**src/rtl/ptu_defs.svh**
```systemverilog
// Register map, field positions and reset values of the pulse timer unit
`ifndef PTU_DEFS_SVH
`define PTU_DEFS_SVH
`define PTU_NCH 2
`define PTU_AXI_AW 8
`define PTU_OFS_SC 8'h00
`define PTU_OFS_CNT 8'h04
`define PTU_OFS_MOD 8'h08
`define PTU_OFS_SOPT 8'h0C
`define PTU_OFS_CH0SC 8'h10
`define PTU_OFS_CH0V 8'h14
`define PTU_CH_STRIDE 8
`define PTU_OFS_ISTAT 8'h20
`define PTU_OFS_IMASK 8'h24
`define PTU_SC_OVF 7
`define PTU_SC_CENTER_ALIGNED_PWM 5
`define PTU_SC_CLK_HI 4
`define PTU_SC_CLK_LO 3
`define PTU_SC_PS_HI 2
`define PTU_CH_FLAG 7
`define PTU_CH_MODE_HI 5
`define PTU_CH_MODE_LO 4
`define PTU_CH_EDGE_HI 3
`define PTU_CH_EDGE_LO 2
`define PTU_INT_OVF 2
`define PTU_INT_W 3
`define PTU_SC_RST 6'h00
`define PTU_CH_RST 6'h00
`define PTU_CNT_RST 16'h0000
`define PTU_MOD_RST 16'h0000
`define PTU_FULL_RANGE 16'hFFFF
`define PTU_INT_RST 3'h0
`define PTU_RESP_OKAY 2'h0
`define PTU_RESP_SLVERR 2'h2
`endif

```
**src/rtl/ptu_pkg.sv**
```systemverilog
// Types shared by the pulse timer unit modules
package ptu_pkg;
  typedef enum logic [1:0] {
    PTU_CLK_OFF = 2'h0,
    PTU_CLK_BUS = 2'h1,
    PTU_CLK_UNUSED = 2'h2,
    PTU_CLK_XTAL = 2'h3
  } ptu_clksel_t;
  typedef enum logic [1:0] {
    PTU_FN_CAPTURE = 2'h0,
    PTU_FN_COMPARE = 2'h1,
    PTU_FN_EPWM = 2'h3,
    PTU_FN_CENTER_ALIGNED_PWM = 2'h2
  } ptu_chfn_t;
endpackage

```
**src/rtl/ptu_ch_if.sv**
```systemverilog
// Time base and register path between the timer core and one channel
`timescale 1ns/1ps
interface ptu_ch_if;
  logic [15:0] cnt;
  logic adv;
  logic wrap;
  logic center_aligned_pwm;
  logic ctrl_we;
  logic val_we;
  logic [15:0] wdata;
  logic [1:0] wstrb;
  logic pin_in;
  logic [5:0] ctrl;
  logic [15:0] value;
  logic evt;
  logic pin_out;
  logic pin_drive;
  modport timer (output cnt, adv, wrap, center_aligned_pwm, ctrl_we, val_we, wdata, wstrb, pin_in,
    input ctrl, value, evt, pin_out, pin_drive);
  modport chan (input cnt, adv, wrap, center_aligned_pwm, ctrl_we, val_we, wdata, wstrb, pin_in,
    output ctrl, value, evt, pin_out, pin_drive);
endinterface

```
**src/rtl/ptu_channel.sv**
```systemverilog
// One timer channel: input capture, output compare, edge or center PWM
`timescale 1ns/1ps
`include "ptu_defs.svh"
module ptu_channel (
  input wire logic clk,
  input wire logic rst,
  input wire logic ce,
  ptu_ch_if.chan bus
);
  import ptu_pkg::*;
  logic [5:0] ctrl;
  logic [15:0] value;
  logic [15:0] buf_val;
  logic pin_d;
  logic out;
  logic [1:0] edge_sel;
  logic [1:0] mode;
  ptu_chfn_t fn;
  logic rise;
  logic fall;
  logic cap_hit;
  logic match;
  logic pwm_on;
  logic pwm_level;
  logic cmp_level;
  logic next_out;
  logic [15:0] wr_val;

  assign edge_sel = ctrl[`PTU_CH_EDGE_HI:`PTU_CH_EDGE_LO];
  assign mode = ctrl[`PTU_CH_MODE_HI:`PTU_CH_MODE_LO];
  // Global center mode overrides each channel mode
  assign fn = bus.center_aligned_pwm ? PTU_FN_CENTER_ALIGNED_PWM : mode[1] ? PTU_FN_EPWM :
    mode[0] ? PTU_FN_COMPARE : PTU_FN_CAPTURE;
  assign rise = bus.pin_in & ~pin_d;
  assign fall = ~bus.pin_in & pin_d;
  assign cap_hit = (fn == PTU_FN_CAPTURE) && ((edge_sel[0] && rise) || (edge_sel[1] && fall));
  assign match = bus.adv && (bus.cnt == value);
  assign pwm_on = (fn == PTU_FN_EPWM) || (fn == PTU_FN_CENTER_ALIGNED_PWM);
  assign pwm_level = (bus.cnt < value) ^ edge_sel[0];
  assign cmp_level = (edge_sel == 2'h1) ? ~out : edge_sel[0];
  assign next_out = pwm_on ? pwm_level : ((fn == PTU_FN_COMPARE) && match) ? cmp_level : out;
  assign wr_val = {bus.wstrb[1] ? bus.wdata[15:8] : buf_val[15:8],
    bus.wstrb[0] ? bus.wdata[7:0] : buf_val[7:0]};
  assign bus.evt = cap_hit || (match && fn != PTU_FN_CAPTURE);
  assign bus.ctrl = ctrl;
  assign bus.value = value;
  assign bus.pin_out = out;
  // Pin is left to the port when no output action is chosen
  assign bus.pin_drive = (fn != PTU_FN_CAPTURE) && (edge_sel != 2'h0);

  always_ff @(posedge clk) begin
    if (rst) begin
      ctrl <= `PTU_CH_RST;
      pin_d <= 1'b0;
      out <= 1'b0;
    end else if (ce) begin
      if (bus.ctrl_we) begin
        ctrl <= bus.wdata[5:0];
      end
      pin_d <= bus.pin_in;
      out <= next_out;
    end
  end

  // PWM duty takes effect as the counter leaves the modulo value (wrap, or turn in center PWM), so no glitch
  always_ff @(posedge clk) begin
    if (rst) begin
      value <= `PTU_CNT_RST;
      buf_val <= `PTU_CNT_RST;
    end else if (ce) begin
      if (bus.val_we) begin
        buf_val <= wr_val;
      end
      if (bus.val_we && !pwm_on) begin
        value <= wr_val;
      end else if (cap_hit) begin
        value <= bus.cnt;
      end else if (pwm_on && bus.wrap) begin
        value <= buf_val;
      end
    end
  end
endmodule

```
**src/rtl/ptu_top.sv**
```systemverilog
// Two-channel pulse timer unit with AXI4-Lite register access
// Behaviour
// - Two channels, each capture, compare or buffered edge PWM on its own.
// - Clock select: 00 off, 01 bus clock, 10 unused, 11 crystal derived.
// - Prescaler divides the chosen clock by 1 to 128 in powers of two.
// - 16-bit counter counts up, or up and down in center PWM.
// - Modulo bounds the count; 0x0000 or 0xFFFF means full range.
// - Counter reads never disturb counting.
// - Any write to either counter byte clears the counter.
// - The 16-bit counter is the shared time base of all channels.
// - One interrupt per channel plus one for terminal count.
// - Capture triggers on rising, falling or either edge.
// - Compare match sets, clears or toggles the pin.
// - PWM active level is selectable high or low.
// - One global bit puts all channels in center aligned PWM.
// - Route bit feeds channel zero from its pin or the slow oscillator.
// - Crystal derived 500 kHz clock is the external clock choice.
// - Crystal derived clock is synchronised before the prescaler.
// - Overflow flag sets when the counter leaves the modulo value.
// - Flag clears by read while set then write 0; overflow restarts this.
`timescale 1ns/1ps
`include "ptu_defs.svh"
module ptu_top (
  input wire logic CORE_CLK,
  input wire logic RST,
  input wire logic CE,
  input wire logic [`PTU_AXI_AW-1:0] S_AXI_AWADDR,
  input wire logic S_AXI_AWVALID,
  output logic S_AXI_AWREADY,
  input wire logic [31:0] S_AXI_WDATA,
  input wire logic [3:0] S_AXI_WSTRB,
  input wire logic S_AXI_WVALID,
  output logic S_AXI_WREADY,
  output logic [1:0] S_AXI_BRESP,
  output logic S_AXI_BVALID,
  input wire logic S_AXI_BREADY,
  input wire logic [`PTU_AXI_AW-1:0] S_AXI_ARADDR,
  input wire logic S_AXI_ARVALID,
  output logic S_AXI_ARREADY,
  output logic [31:0] S_AXI_RDATA,
  output logic [1:0] S_AXI_RRESP,
  output logic S_AXI_RVALID,
  input wire logic S_AXI_RREADY,
  input wire logic [`PTU_NCH-1:0] CH_PIN_IN,
  output logic [`PTU_NCH-1:0] CH_PIN_OUT,
  output logic [`PTU_NCH-1:0] CH_PIN_OE_N,
  input wire logic SLOW_OSCILLATOR_IN,
  input wire logic CRYSTAL_DERIVED_CLOCK_IN,
  output logic IRQ
);
  import ptu_pkg::*;

  // ****************************************
  // Pin synchronisers
  // ****************************************
  logic xtal_s1;
  logic xtal_s2;
  logic xtal_s3;
  logic slow_s1;
  logic slow_s2;
  logic [`PTU_NCH-1:0] pin_s1;
  logic [`PTU_NCH-1:0] pin_s2;

  always_ff @(posedge CORE_CLK) begin
    if (RST) begin
      {xtal_s1, xtal_s2, xtal_s3} <= 3'h0;
      {slow_s1, slow_s2} <= 2'h0;
      pin_s1 <= '0;
      pin_s2 <= '0;
    end else if (CE) begin
      xtal_s1 <= CRYSTAL_DERIVED_CLOCK_IN;
      xtal_s2 <= xtal_s1;
      xtal_s3 <= xtal_s2;
      slow_s1 <= SLOW_OSCILLATOR_IN;
      slow_s2 <= slow_s1;
      pin_s1 <= CH_PIN_IN;
      pin_s2 <= pin_s1;
    end
  end

  // ****************************************
  // Bus slave
  // ****************************************
  logic aw_held;
  logic w_held;
  logic [`PTU_AXI_AW-1:0] w_addr;
  logic [31:0] w_data;
  logic [3:0] w_strb;
  logic wr_fire;
  logic rd_fire;
  logic [`PTU_AXI_AW-1:0] r_addr;
  logic wr_ok;
  logic rd_ok;
  logic [31:0] rd_data;

  // Write lands one cycle after both halves are held
  assign wr_fire = aw_held && w_held && !S_AXI_BVALID;
  assign rd_fire = S_AXI_ARVALID && S_AXI_ARREADY;
  assign r_addr = S_AXI_ARADDR;
  assign S_AXI_AWREADY = !aw_held && !S_AXI_BVALID;
  assign S_AXI_WREADY = !w_held && !S_AXI_BVALID;
  assign S_AXI_ARREADY = !S_AXI_RVALID;

  always_ff @(posedge CORE_CLK) begin
    if (RST) begin
      aw_held <= 1'b0;
      w_held <= 1'b0;
      w_addr <= '0;
      w_data <= 32'h0;
      w_strb <= 4'h0;
    end else if (CE) begin
      if (S_AXI_AWVALID && S_AXI_AWREADY) begin
        aw_held <= 1'b1;
        w_addr <= S_AXI_AWADDR;
      end else if (wr_fire) begin
        aw_held <= 1'b0;
      end
      if (S_AXI_WVALID && S_AXI_WREADY) begin
        w_held <= 1'b1;
        w_data <= S_AXI_WDATA;
        w_strb <= S_AXI_WSTRB;
      end else if (wr_fire) begin
        w_held <= 1'b0;
      end
    end
  end

  always_ff @(posedge CORE_CLK) begin
    if (RST) begin
      S_AXI_BVALID <= 1'b0;
      S_AXI_BRESP <= `PTU_RESP_OKAY;
      S_AXI_RVALID <= 1'b0;
      S_AXI_RRESP <= `PTU_RESP_OKAY;
      S_AXI_RDATA <= 32'h0;
    end else if (CE) begin
      if (wr_fire) begin
        S_AXI_BVALID <= 1'b1;
        S_AXI_BRESP <= wr_ok ? `PTU_RESP_OKAY : `PTU_RESP_SLVERR;
      end else if (S_AXI_BREADY) begin
        S_AXI_BVALID <= 1'b0;
      end
      if (rd_fire) begin
        S_AXI_RVALID <= 1'b1;
        S_AXI_RRESP <= rd_ok ? `PTU_RESP_OKAY : `PTU_RESP_SLVERR;
        S_AXI_RDATA <= rd_ok ? rd_data : 32'h0;
      end else if (S_AXI_RREADY) begin
        S_AXI_RVALID <= 1'b0;
      end
    end
  end

  // ****************************************
  // Control registers
  // ****************************************
  logic center_aligned_pwm;
  logic [1:0] clk_sel;
  logic [2:0] ps;
  logic [15:0] modv;
  logic route_sel;
  logic [`PTU_INT_W-1:0] int_mask;
  logic [`PTU_INT_W-1:0] int_status;
  logic [`PTU_INT_W-1:0] next_int_status;
  logic ovf_flag;
  logic clr_armed;
  logic wr_sc;
  logic wr_cnt;
  logic wr_mod;
  logic wr_sopt;
  logic wr_imask;
  logic rd_sc;
  logic rd_istat;
  logic ovf_clear;
  logic [15:0] mod_merged;
  logic [`PTU_NCH-1:0] ch_evt;

  assign wr_sc = wr_fire && w_addr == `PTU_OFS_SC && w_strb[0];
  assign wr_cnt = wr_fire && w_addr == `PTU_OFS_CNT && (w_strb[1:0] != 2'h0);
  assign wr_mod = wr_fire && w_addr == `PTU_OFS_MOD;
  assign wr_sopt = wr_fire && w_addr == `PTU_OFS_SOPT && w_strb[0];
  assign wr_imask = wr_fire && w_addr == `PTU_OFS_IMASK && w_strb[0];
  assign rd_sc = rd_fire && r_addr == `PTU_OFS_SC;
  assign rd_istat = rd_fire && r_addr == `PTU_OFS_ISTAT;
  assign mod_merged = {w_strb[1] ? w_data[15:8] : modv[15:8], w_strb[0] ? w_data[7:0] : modv[7:0]};
  assign ovf_clear = wr_sc && clr_armed && !w_data[`PTU_SC_OVF];

  always_ff @(posedge CORE_CLK) begin
    if (RST) begin
      {center_aligned_pwm, clk_sel, ps} <= `PTU_SC_RST;
      modv <= `PTU_MOD_RST;
      route_sel <= 1'b0;
      int_mask <= `PTU_INT_RST;
    end else if (CE) begin
      if (wr_sc) begin
        {center_aligned_pwm, clk_sel, ps} <= w_data[`PTU_SC_CENTER_ALIGNED_PWM:0];
      end
      if (wr_mod) begin
        modv <= mod_merged;
      end
      if (wr_sopt) begin
        route_sel <= w_data[0];
      end
      if (wr_imask) begin
        int_mask <= w_data[`PTU_INT_W-1:0];
      end
    end
  end

  // ****************************************
  // Clock source, prescaler and counter
  // ****************************************
  logic src_tick;
  logic [6:0] presc;
  logic [6:0] ps_mask;
  logic tick;
  logic [15:0] cnt;
  logic [15:0] next_cnt;
  logic up;
  logic next_up;
  logic ovf_evt;
  logic [15:0] limit;
  logic at_top;

  // Crystal clock is counted by its edges, so it must stay below half the core rate
  assign src_tick = (clk_sel == PTU_CLK_BUS) ? 1'b1 :
    (clk_sel == PTU_CLK_XTAL) ? (xtal_s2 && !xtal_s3) : 1'b0;
  assign ps_mask = 7'((8'h01 << ps) - 8'h01);
  assign tick = src_tick && ((presc & ps_mask) == ps_mask);
  assign limit = (modv == 16'h0000 || modv == `PTU_FULL_RANGE) ? `PTU_FULL_RANGE : modv;
  assign at_top = cnt == limit;

  always_comb begin
    next_cnt = cnt;
    next_up = up;
    ovf_evt = 1'b0;
    if (wr_cnt) begin
      next_cnt = `PTU_CNT_RST;
      next_up = 1'b1;
    end else if (tick && !center_aligned_pwm) begin
      next_cnt = at_top ? 16'h0000 : cnt + 16'h0001;
      ovf_evt = at_top;
    end else if (tick && up) begin
      next_cnt = at_top ? cnt - 16'h0001 : cnt + 16'h0001;
      next_up = !at_top;
      ovf_evt = at_top;
    end else if (tick) begin
      next_cnt = (cnt == 16'h0000) ? 16'h0001 : cnt - 16'h0001;
      next_up = cnt == 16'h0000;
    end
  end

  always_ff @(posedge CORE_CLK) begin
    if (RST) begin
      presc <= 7'h00;
      cnt <= `PTU_CNT_RST;
      up <= 1'b1;
    end else if (CE) begin
      presc <= wr_cnt ? 7'h00 : src_tick ? presc + 7'h01 : presc;
      cnt <= next_cnt;
      up <= next_up;
    end
  end

  // ****************************************
  // Overflow flag and interrupts
  // ****************************************
  assign next_int_status = {ovf_evt, ch_evt} | (rd_istat ? `PTU_INT_RST : int_status);
  assign IRQ = |(int_status & int_mask);

  always_ff @(posedge CORE_CLK) begin
    if (RST) begin
      ovf_flag <= 1'b0;
      clr_armed <= 1'b0;
      int_status <= `PTU_INT_RST;
    end else if (CE) begin
      ovf_flag <= ovf_evt || (ovf_flag && !ovf_clear);
      clr_armed <= !ovf_evt && !wr_sc && (clr_armed || (rd_sc && ovf_flag));
      int_status <= next_int_status;
    end
  end

  // ****************************************
  // Channels
  // ****************************************
  logic [5:0] ch_ctrl [`PTU_NCH];
  logic [15:0] ch_value [`PTU_NCH];

  for (genvar i = 0; i < `PTU_NCH; i++) begin : g_ch
    ptu_ch_if chb ();
    logic [7:0] sc_addr;
    assign sc_addr = 8'(`PTU_OFS_CH0SC + `PTU_CH_STRIDE * i);
    assign chb.cnt = cnt;
    assign chb.adv = tick && !wr_cnt;
    assign chb.wrap = ovf_evt;
    assign chb.center_aligned_pwm = center_aligned_pwm;
    assign chb.ctrl_we = wr_fire && w_addr == sc_addr && w_strb[0];
    assign chb.val_we = wr_fire && w_addr == sc_addr + 8'h04 && (w_strb[1:0] != 2'h0);
    assign chb.wdata = w_data[15:0];
    assign chb.wstrb = w_strb[1:0];
    assign chb.pin_in = (i == 0 && route_sel) ? slow_s2 : pin_s2[i];
    ptu_channel u_ch (
      .clk(CORE_CLK),
      .rst(RST),
      .ce(CE),
      .bus(chb)
    );
    assign ch_ctrl[i] = chb.ctrl;
    assign ch_value[i] = chb.value;
    assign ch_evt[i] = chb.evt;
    assign CH_PIN_OUT[i] = chb.pin_out;
    assign CH_PIN_OE_N[i] = !chb.pin_drive;
  end

  // ****************************************
  // Write and read address decode, read data
  // ****************************************
  assign wr_ok = w_addr == `PTU_OFS_SC || w_addr == `PTU_OFS_CNT || w_addr == `PTU_OFS_MOD ||
    w_addr == `PTU_OFS_SOPT || w_addr == `PTU_OFS_IMASK || w_addr == `PTU_OFS_ISTAT ||
    (w_addr >= `PTU_OFS_CH0SC && w_addr < `PTU_OFS_ISTAT && w_addr[1:0] == 2'h0);
  assign rd_ok = r_addr == `PTU_OFS_SC || r_addr == `PTU_OFS_CNT || r_addr == `PTU_OFS_MOD ||
    r_addr == `PTU_OFS_SOPT || r_addr == `PTU_OFS_IMASK || r_addr == `PTU_OFS_ISTAT ||
    (r_addr >= `PTU_OFS_CH0SC && r_addr < `PTU_OFS_ISTAT && r_addr[1:0] == 2'h0);
  // Counter read has no side effect on counting
  assign rd_data = (r_addr == `PTU_OFS_SC) ? {24'h0, ovf_flag, 1'b0, center_aligned_pwm, clk_sel, ps} :
    (r_addr == `PTU_OFS_CNT) ? {16'h0, cnt} :
    (r_addr == `PTU_OFS_MOD) ? {16'h0, modv} :
    (r_addr == `PTU_OFS_SOPT) ? {31'h0, route_sel} :
    (r_addr == `PTU_OFS_ISTAT) ? {29'h0, int_status} :
    (r_addr == `PTU_OFS_IMASK) ? {29'h0, int_mask} :
    (r_addr[2] == 1'b0) ? {24'h0, int_status[r_addr[3]], 1'b0, ch_ctrl[r_addr[3]]} :
    {16'h0, ch_value[r_addr[3]]};
endmodule

```
**config.mk**
```make
export PLATFORM = sky130hd
export DESIGN_NAME = ptu_top
export DESIGN_NICKNAME = d
export VERILOG_FILES = /design/src/rtl/ptu_pkg.sv /design/src/rtl/ptu_ch_if.sv /design/src/rtl/ptu_channel.sv /design/src/rtl/ptu_top.sv
export VERILOG_INCLUDE_DIRS = /design/src /design/src/rtl
export SDC_FILE = /design/constraint.sdc
export NUM_CORES = 1
export LEC_CHECK = 0
export ABC_AREA = 1
export ABC_CLOCK_PERIOD_IN_PS = 5500
export BUFFER_PORTS_ARGS = -buffer_cell sky130_fd_sc_hd__buf_4
export CORE_MARGIN = 1.5
export CORE_UTILIZATION = 30
export DETAILED_ROUTE_END_ITERATION = 8
export HOLD_SLACK_MARGIN = 0.12
export MAX_ROUTING_LAYER = met4
export PLACE_DENSITY = 0.47
export RECOVER_POWER = 100
export REMOVE_ABC_BUFFERS = 1
export SLEW_MARGIN = 10
export SYNTH_ARGS = -nofsm -noshare
export SYNTH_HDL_FRONTEND = slang
export SYNTH_SLANG_ARGS = --single-unit
```
**constraint.sdc**
```tcl
create_clock -name CORE_CLK -period 5.5 [get_ports CORE_CLK]
set_clock_uncertainty 0.1 [all_clocks]
set_input_delay 1.1 -clock CORE_CLK [delete_from_list [all_inputs] [get_ports CORE_CLK]]
set_output_delay 1.1 -clock CORE_CLK [all_outputs]
set_load 0.02 [all_outputs]
```
# --- Word-level counts from Yosys, hierarchy flattened ---
# Cells that the tools add are included.
totals:
  mem_bits_rw: 0
  register_bits: 210
  wordCells: 312
  latch_bits: 0
  in_bits: 64
  output_inout_bits: 46
  romBits: 0
  mem_count: 0
classes:
  n_mul: 0
  shifts: 1
  addsub: 4
  order_cmp: 8
  n_bitwise: 16
  n_eq_ne: 30
  div: 0
  muxes: 68
  reduce_logical: 145
ops:
  columns: ["operator", "count"]
  rows:
  - ["16-bit 2-to-1 mux", 24]
  - ["1-bit logical AND", 59]
  - ["16-bit == test", 3]
  - ["2-bit AND reduction", 21]
  - ["8-bit by 4-bit == test with 1-bit output (second input constant)", 4]
  - ["8-bit by 5-bit == test with 1-bit output (second input constant)", 4]
  - ["8-bit by 6-bit == test with 1-bit output (second input constant)", 4]
  - ["16-bit zero test", 2]
  - ["16-bit less-than comparator", 2]
  - ["32-bit 2-to-1 mux", 1]
  - ["8-bit 2-to-1 mux", 4]
  - ["1-bit 2-to-1 mux", 27]
  - ["2-bit nonzero test", 12]
  - ["1-bit logical OR", 21]
  - ["6-bit 2-to-1 mux", 3]
  - ["16-bit by 1-bit adder with 16-bit output (second input constant)", 1]
  - ["16-bit == test (second input constant)", 1]
  - ["8-bit by 3-bit == test with 1-bit output (second input constant)", 2]
  - ["8-bit by 5-bit >= comparator with 1-bit output (second input constant)", 2]
  - ["1-bit zero test", 16]
  - ["8-bit zero test", 2]
  - ["8-bit by 6-bit less-than comparator with 1-bit output (second input constant)", 2]
  - ["16-bit by 1-bit subtractor with 16-bit output (second input constant)", 1]
  - ["7-bit 2-to-1 mux", 2]
  - ["23 further kinds", 52]

# --- Longest topological paths before layout ---
depth:
  ltp_word: 13
  ltp_mapped: 19
  ltp_nobuf: 17

# --- Hierarchy ---
# Synthesis repeated with hierarchy kept, for this count alone.
hier_totals:
  cells_unflattened: 1912
  hier_area_um2: 12122.9
modules_own_cells:
  columns: ["module", "n_inst", "cells_each", "seq_area_each_um2", "area_each_um2"]
  rows:
  - ["ptu_top", 1, 1064, 2242.2, 6910.4]
  - ["ptu_channel", 2, 424, 800.8, 2606.2]

# --- Least setup slack after synthesis ---
# No wires, ideal clock.
synth_path:
  kind: "input-to-reg"
  from: "input S_AXI_ARADDR[6]"
  to: "register S_AXI_RDATA[5]"
  setup_slack_ns: 2.775
  t_arrival_ns: 2.554
  path_stages: 10
  path_buffers: 1
  required_ns: 5.329
  setup_time_ns: 0.071
  path_cell_list: "nor2_1 > inv_1 > nor3_1 > inv_1 > nor2_2 > clkinv_1 > clkbuf_1 > o211ai_1 > o211ai_1 > a21oi_1"
synth_via:
  elab_chain_cells: 8
  elab_cells_between_ends: 23
  classes_between: "order compare (2); eq/ne (5); mux (7); reduce/logical (9)"
synth_lines:
  columns: ["item", "line", "text"]
  rows:
  - ["from (decl)", "ptu_top.sv:37", "input wire logic [`PTU_AXI_AW-1:0] S_AXI_ARADDR,"]
  - ["8-bit by 6-bit == test with 1-bit output (no line) (tied with other cells)", null, null]
  - ["16-bit 2-to-1 mux / 1-bit logical OR (equally long branches) (5 in a row)", null, null]
  - ["16-bit 2-to-1 mux / 1-bit logical OR (equally long branches)", "ptu_top.sv:323, ptu_top.sv:319", null]
  - ["32-bit 2-to-1 mux *", "ptu_top.sv:145", "S_AXI_RDATA <= rd_ok ? rd_data : 32'h0;"]
  - ["to (signal assigned)", "ptu_top.sv:145", null]
  - ["to (decl)", "ptu_top.sv:40", "output logic [31:0] S_AXI_RDATA,"]
# Every way passes the cells marked *; elsewhere a longest branch is shown, timed or not.
# A chain may end at the register's enable or synchronous reset.

# --- Worst setup path after layout ---
layout_path:
  from: "register modv[2]"
  to: "register g_ch[1].u_ch.value[12]"
layout_via:
  elab_chain_cells: 10
  elab_cells_between_ends: 11
  classes_between: "eq/ne (2); mux (4); reduce/logical (5)"
layout_lines:
  columns: ["item", "line", "text"]
  rows:
  - ["from (decl)", "ptu_top.sv:158", "logic [15:0] modv;"]
  - ["from (signal assigned)", "ptu_top.sv:189", "modv <= `PTU_MOD_RST;"]
  - ["from (signal assigned)", "ptu_top.sv:197", "modv <= mod_merged;"]
  - ["16-bit == test (no line) / 16-bit zero test (equally long branches)", null, null]
  - ["1-bit logical OR (no line)", null, null]
  - ["16-bit 2-to-1 mux *", "ptu_top.sv:228", "assign limit = (modv == 16'h0000 || modv == `PTU_FULL_RANGE) ? `PTU_FULL_RANGE : modv;"]
  - ["16-bit == test *", "ptu_top.sv:229", "assign at_top = cnt == limit;"]
  - ["1-bit 2-to-1 mux", "ptu_top.sv:241", "end else if (tick && up) begin"]
  - ["1-bit 2-to-1 mux *", "ptu_top.sv:238", "end else if (tick && !center_aligned_pwm) begin"]
  - ["1-bit 2-to-1 mux *", "ptu_top.sv:235", "if (wr_cnt) begin"]
  - ["1-bit logical AND *", "ptu_channel.sv:78", "end else if (pwm_on && bus.wrap) begin"]
  - ["3-bit nonzero test (no line) *", null, null]
  - ["2-bit AND reduction (no line) *", null, null]
  - ["to (signal assigned)", "ptu_channel.sv:75", "value <= wr_val;"]
  - ["to (signal assigned)", "ptu_channel.sv:77", "value <= bus.cnt;"]
  - ["to (signal assigned)", "ptu_channel.sv:79", "value <= buf_val;"]
  - ["to (decl)", "ptu_channel.sv:12", "logic [15:0] value;"]
# Marks and branches as above.

==> impl_metrics.sql <==
INSERT INTO impl_metrics (metric_group, metric, value, unit) VALUES
('outcome', 'status', 'complete, but fails checks', ''),
('outcome', 'failed_checks', 'max-capacitance violations, max-slew violations', ''),
('sta', 'transition_time_at_the_pin_with_the_least_slew_margin', '1.582', 'ns'),
('route', 'detail_route.wl_per_cell', '17.94', 'µm'),
('worst_setup_path', 'worst_r2r_startpoint', 'modv[2]', ''),
('synth', 'post_synthesis_instance_area', '11570', 'µm²'),
('synth', 'seq_area_frac_synth', '33.21', '%'),
('sta', 'max_freq', '233.0', 'MHz'),
('global_routing', 'grt_use_total', '21.97', '%'),
('sta', 'finalCriticalPeriod', '4.292', 'ns'),
('layout', 'final_core_util', '33.97', '%'),
('power_and_ir_drop', 'vdd_drop_max', '0.1894', 'mV'),
('floorplan', 'io_pins', '110', ''),
('global_routing', 'antenna_found_initial', '1', ''),
('floorplan', 'dieArea', '39770', 'µm²'),
('flow_run', 'cap_viol_max_count', '2', ''),
('power_and_ir_drop', 'switching_share_of_total_power', '28.76', '%'),
('placed_design', 'placed_cell_area', '12440', 'µm²'),
('sta', 'finalSetupTns', '0', 'ns'),
('layout', 'area.growth.synth_to_final', '11.06', '%'),
('worst_setup_path', 'worst_ep_required_time', '5.80', 'ns'),
('synth', 'synthFlopType', 'dfxtp_1', ''),
('worst_setup_path', 'critPathMaxFanout', '32', ''),
('cts', 'cts_tree', 'yes', ''),
('layout', 'antennaDiodeCount', '0', ''),
('cts', 'cts.hold.buffers_added', '0', ''),
('cts', 'cts_resized', '0', ''),
('worst_setup_path', 'reg2reg_slack', '1.21', 'ns'),
('synth', 'yosysUniqueCellTypes', '52', ''),
('cts', 'htree_levels', '4', ''),
('worst_setup_path', 'critPathKind', 'reg -> reg', ''),
('worst_setup_path', 'cp-startpoint', 'modv[2]', ''),
('power_and_ir_drop', 'total_switching_power', '0.8749', 'mW'),
('sta', 'timing.slew.headroom', '-5.488', '%'),
('power_and_ir_drop', 'share_of_power_burned_in_combinational_logic', '9.5', '%'),
('cts', 'cts_root_buffer', 'clkbuf_16', ''),
('floorplan', 'die_height', '199.4', 'µm'),
('layout', 'finish.net_count', '1870', ''),
('cts', 'clock_buffer_count_from_cts', '17', ''),
('floorplan', 'floorplan.die.width', '199.4', 'µm'),
('global_routing', 'grt_first_pass_wirelength', '63890', 'µm'),
('cts', 'clock_net_sink_count', '192', ''),
('sta', 'min_period_over_period', '78.03', '%'),
('cts', 'post-cts-setup-buffers', '0', ''),
('global_routing', 'grt_overflow', '0', ''),
('placed_design', 'dp_hpwl', '29810', 'µm'),
('route', 'vias', '11680', ''),
('placed_design', 'port_buffers', '73', ''),
('sta', 'timing.final.setup_violations', '0', ''),
('worst_hold_path', 'worstHoldStart', 'S_AXI_RDATA[0]', ''),
('synth', 'postSynth.asyncResetShare', '0', '%'),
('route', 'drc_errors', '0', ''),
('sta', 'hold_violations', '0', ''),
('route', 'via_per_inst', '5.093', ''),
('route', 'postRouteWirelength', '41150', 'µm'),
('layout', 'fill_cells', '4250', ''),
('global_routing', 'grt_start_max_net_pins', '76', ''),
('route', 'dr.first_iter.drc_count', '869', ''),
('cts', 'reg_clk_slew_reported_paths', '0.08', 'ns'),
('power_and_ir_drop', 'internal_power', '2.167', 'mW'),
('cts', 'clockBufferDepth', '2', ''),
('sta', 'drv_slew', '71', ''),
('power_and_ir_drop', 'pwr_density_cell', '236.6', 'nW/µm²'),
('synth', 'edff_count_synth', '0', ''),
('power_and_ir_drop', 'p_leak', '5.290', 'nW'),
('synth', 'synth_seq_cells', '192', ''),
('synth', 'synth_area_per_cell', '6.633', 'µm²'),
('worst_setup_path', 'crit_end_category', 'flip-flop', ''),
('synth', 'synth_warnings', '0', ''),
('power_and_ir_drop', 'clock_power_share', '42.8', '%'),
('layout', 'mostFrequentLayoutCells', 'nand2_1, nor2_1, a21oi_1, dfxtp_1, inv_1', '');
## layout make-up
| class | count | area, µm² | share of cell area (%) |
|---|---|---|---|
| repair buffers | 92 | 548.0 | 4.263 |
| flip-flops and latches | 192 | 3844 | 29.90 |
| clock buffers | 19 | 442.9 | 3.446 |
| well taps | 511 | 639.4 | 4.974 |
| clock inverters | 13 | 147.6 | 1.149 |
| inverters | 190 | 714.4 | 5.558 |
| multi-input cells | 1277 | 6519 | 50.71 |
## sequential cells by signal (all words and copies together), names as in the netlist, 3 cells and up
register,cells
S_AXI_RDATA,16
g_ch.u_ch.bus.ctrl,12
ps,3
w_data,16
modv,16
int_mask,3
g_ch.u_ch.buf_val,32
w_addr,8
g_ch.u_ch.bus.value,32
cnt,16
int_status,3
presc,7
## per-stage QoR
stage / power, mW / instances / hold WS [ns] / setup WS (ns)
after floorplan: 1.647 / 1659 / 0.3318 / 1.964
after global placement: 1.776 / 2262 / 0.3557 / 1.685
after detailed placement: 1.779 / 2262 / 0.3599 / 1.670
after CTS: 3.084 / 2294 / 0.3719 / 1.875
after global routing: 3.171 / 2294 / 0.3967 / 0.8009
final: 3.042 / 2294 / 0.3667 / 1.208
## kinds of logic after synthesis
group / count (synthesis) / share of synthesized area (%)
xor+xnor: 17 / 1.286
fa+ha+maj: 36 / 3.891
simple gates: 732 / 27.77
flops: 192 / 33.21
other cells: 1 / 0.03240
compound gates: 474 / 23.02
buf+inv: 293 / 10.79
## synthesized netlist by cell type (4+ instances only)
master / count / area (µm²)
buf_2: 11 / 55.05
a221oi_1: 4 / 35.03
a211oi_1: 26 / 195.2
nand3_2: 9 / 90.09
nand3b_1: 5 / 37.54
nor3_1: 18 / 90.09
nand2_4: 5 / 56.30
dfxtp_1: 192 / 3844
nor2_1: 225 / 844.6
inv_1: 175 / 656.9
buf_4: 23 / 172.7
buf_6: 5 / 56.30
o221ai_1: 10 / 87.58
xor2_1: 16 / 140.1
inv_2: 7 / 26.28
a21oi_2: 9 / 78.83
a22oi_1: 9 / 67.56
clkbuf_1: 60 / 225.2
ha_1: 36 / 450.4
nand4_2: 7 / 87.58
a32oi_1: 8 / 70.07
nand4_1: 29 / 181.4
o211ai_1: 10 / 75.07
o21ai_0: 172 / 860.8
nand2_1: 328 / 1231
a21oi_1: 197 / 986.0
nand2_2: 7 / 43.79
a31oi_1: 5 / 31.28
clkinv_1: 8 / 30.03
nor3b_1: 4 / 30.03
nor2_2: 13 / 81.33
nand3_1: 72 / 360.4
o22ai_1: 13 / 81.33
## critical path, stage by stage, from the launching register on
cell	delay [ns]
dfxtp_1	0.45
nand2_1	0.08
clkinv_1	0.05
nand2_1	0.05
nor2_1	0.27
nand2_1	0.73
nand4_1	0.30
nand2_1	0.16
nor2_2	0.12
nand2_2	0.05
nor2_1	0.30
nand4_1	0.19
nand2_1	0.14
nand2_1	0.54
clkbuf_1	0.41
nand2_1	0.11
nand2_1	0.05
nor2_1	0.12
## layer usage
layer  track usage (%)  up-vias  share of wire [%]
met3             3.241       52                4.9
met5                 -        -                  0
met4             7.407        0                2.6
met2             33.88      284                 44
li1                  -     5864                  -
met1             29.34     5484                 48
## worst paths after layout
| check | to | cells past startpoint |
|---|---|---|
| max | g_ch[1].u_ch.bus.value[12] | 17 |
| min | S_AXI_RDATA[0] | 2 |
| max reg2reg | g_ch[1].u_ch.bus.value[12] | 17 |
| min reg2reg | S_AXI_RDATA[0] | 2 |
## power by group through the flow
| stage | registers, mW | clock network (mW) | logic (mW) |
|---|---|---|---|
| final | 1.45 | 1.30 | 0.290 |
| after global routing | 1.45 | 1.39 | 0.327 |
| after detailed placement | 1.48 | 0 | 0.296 |
| after global placement | 1.48 | 0 | 0.293 |
| after floorplan | 1.47 | 0 | 0.173 |
| after CTS | 1.45 | 1.34 | 0.297 |
Power figures use the tool's default switching activity.
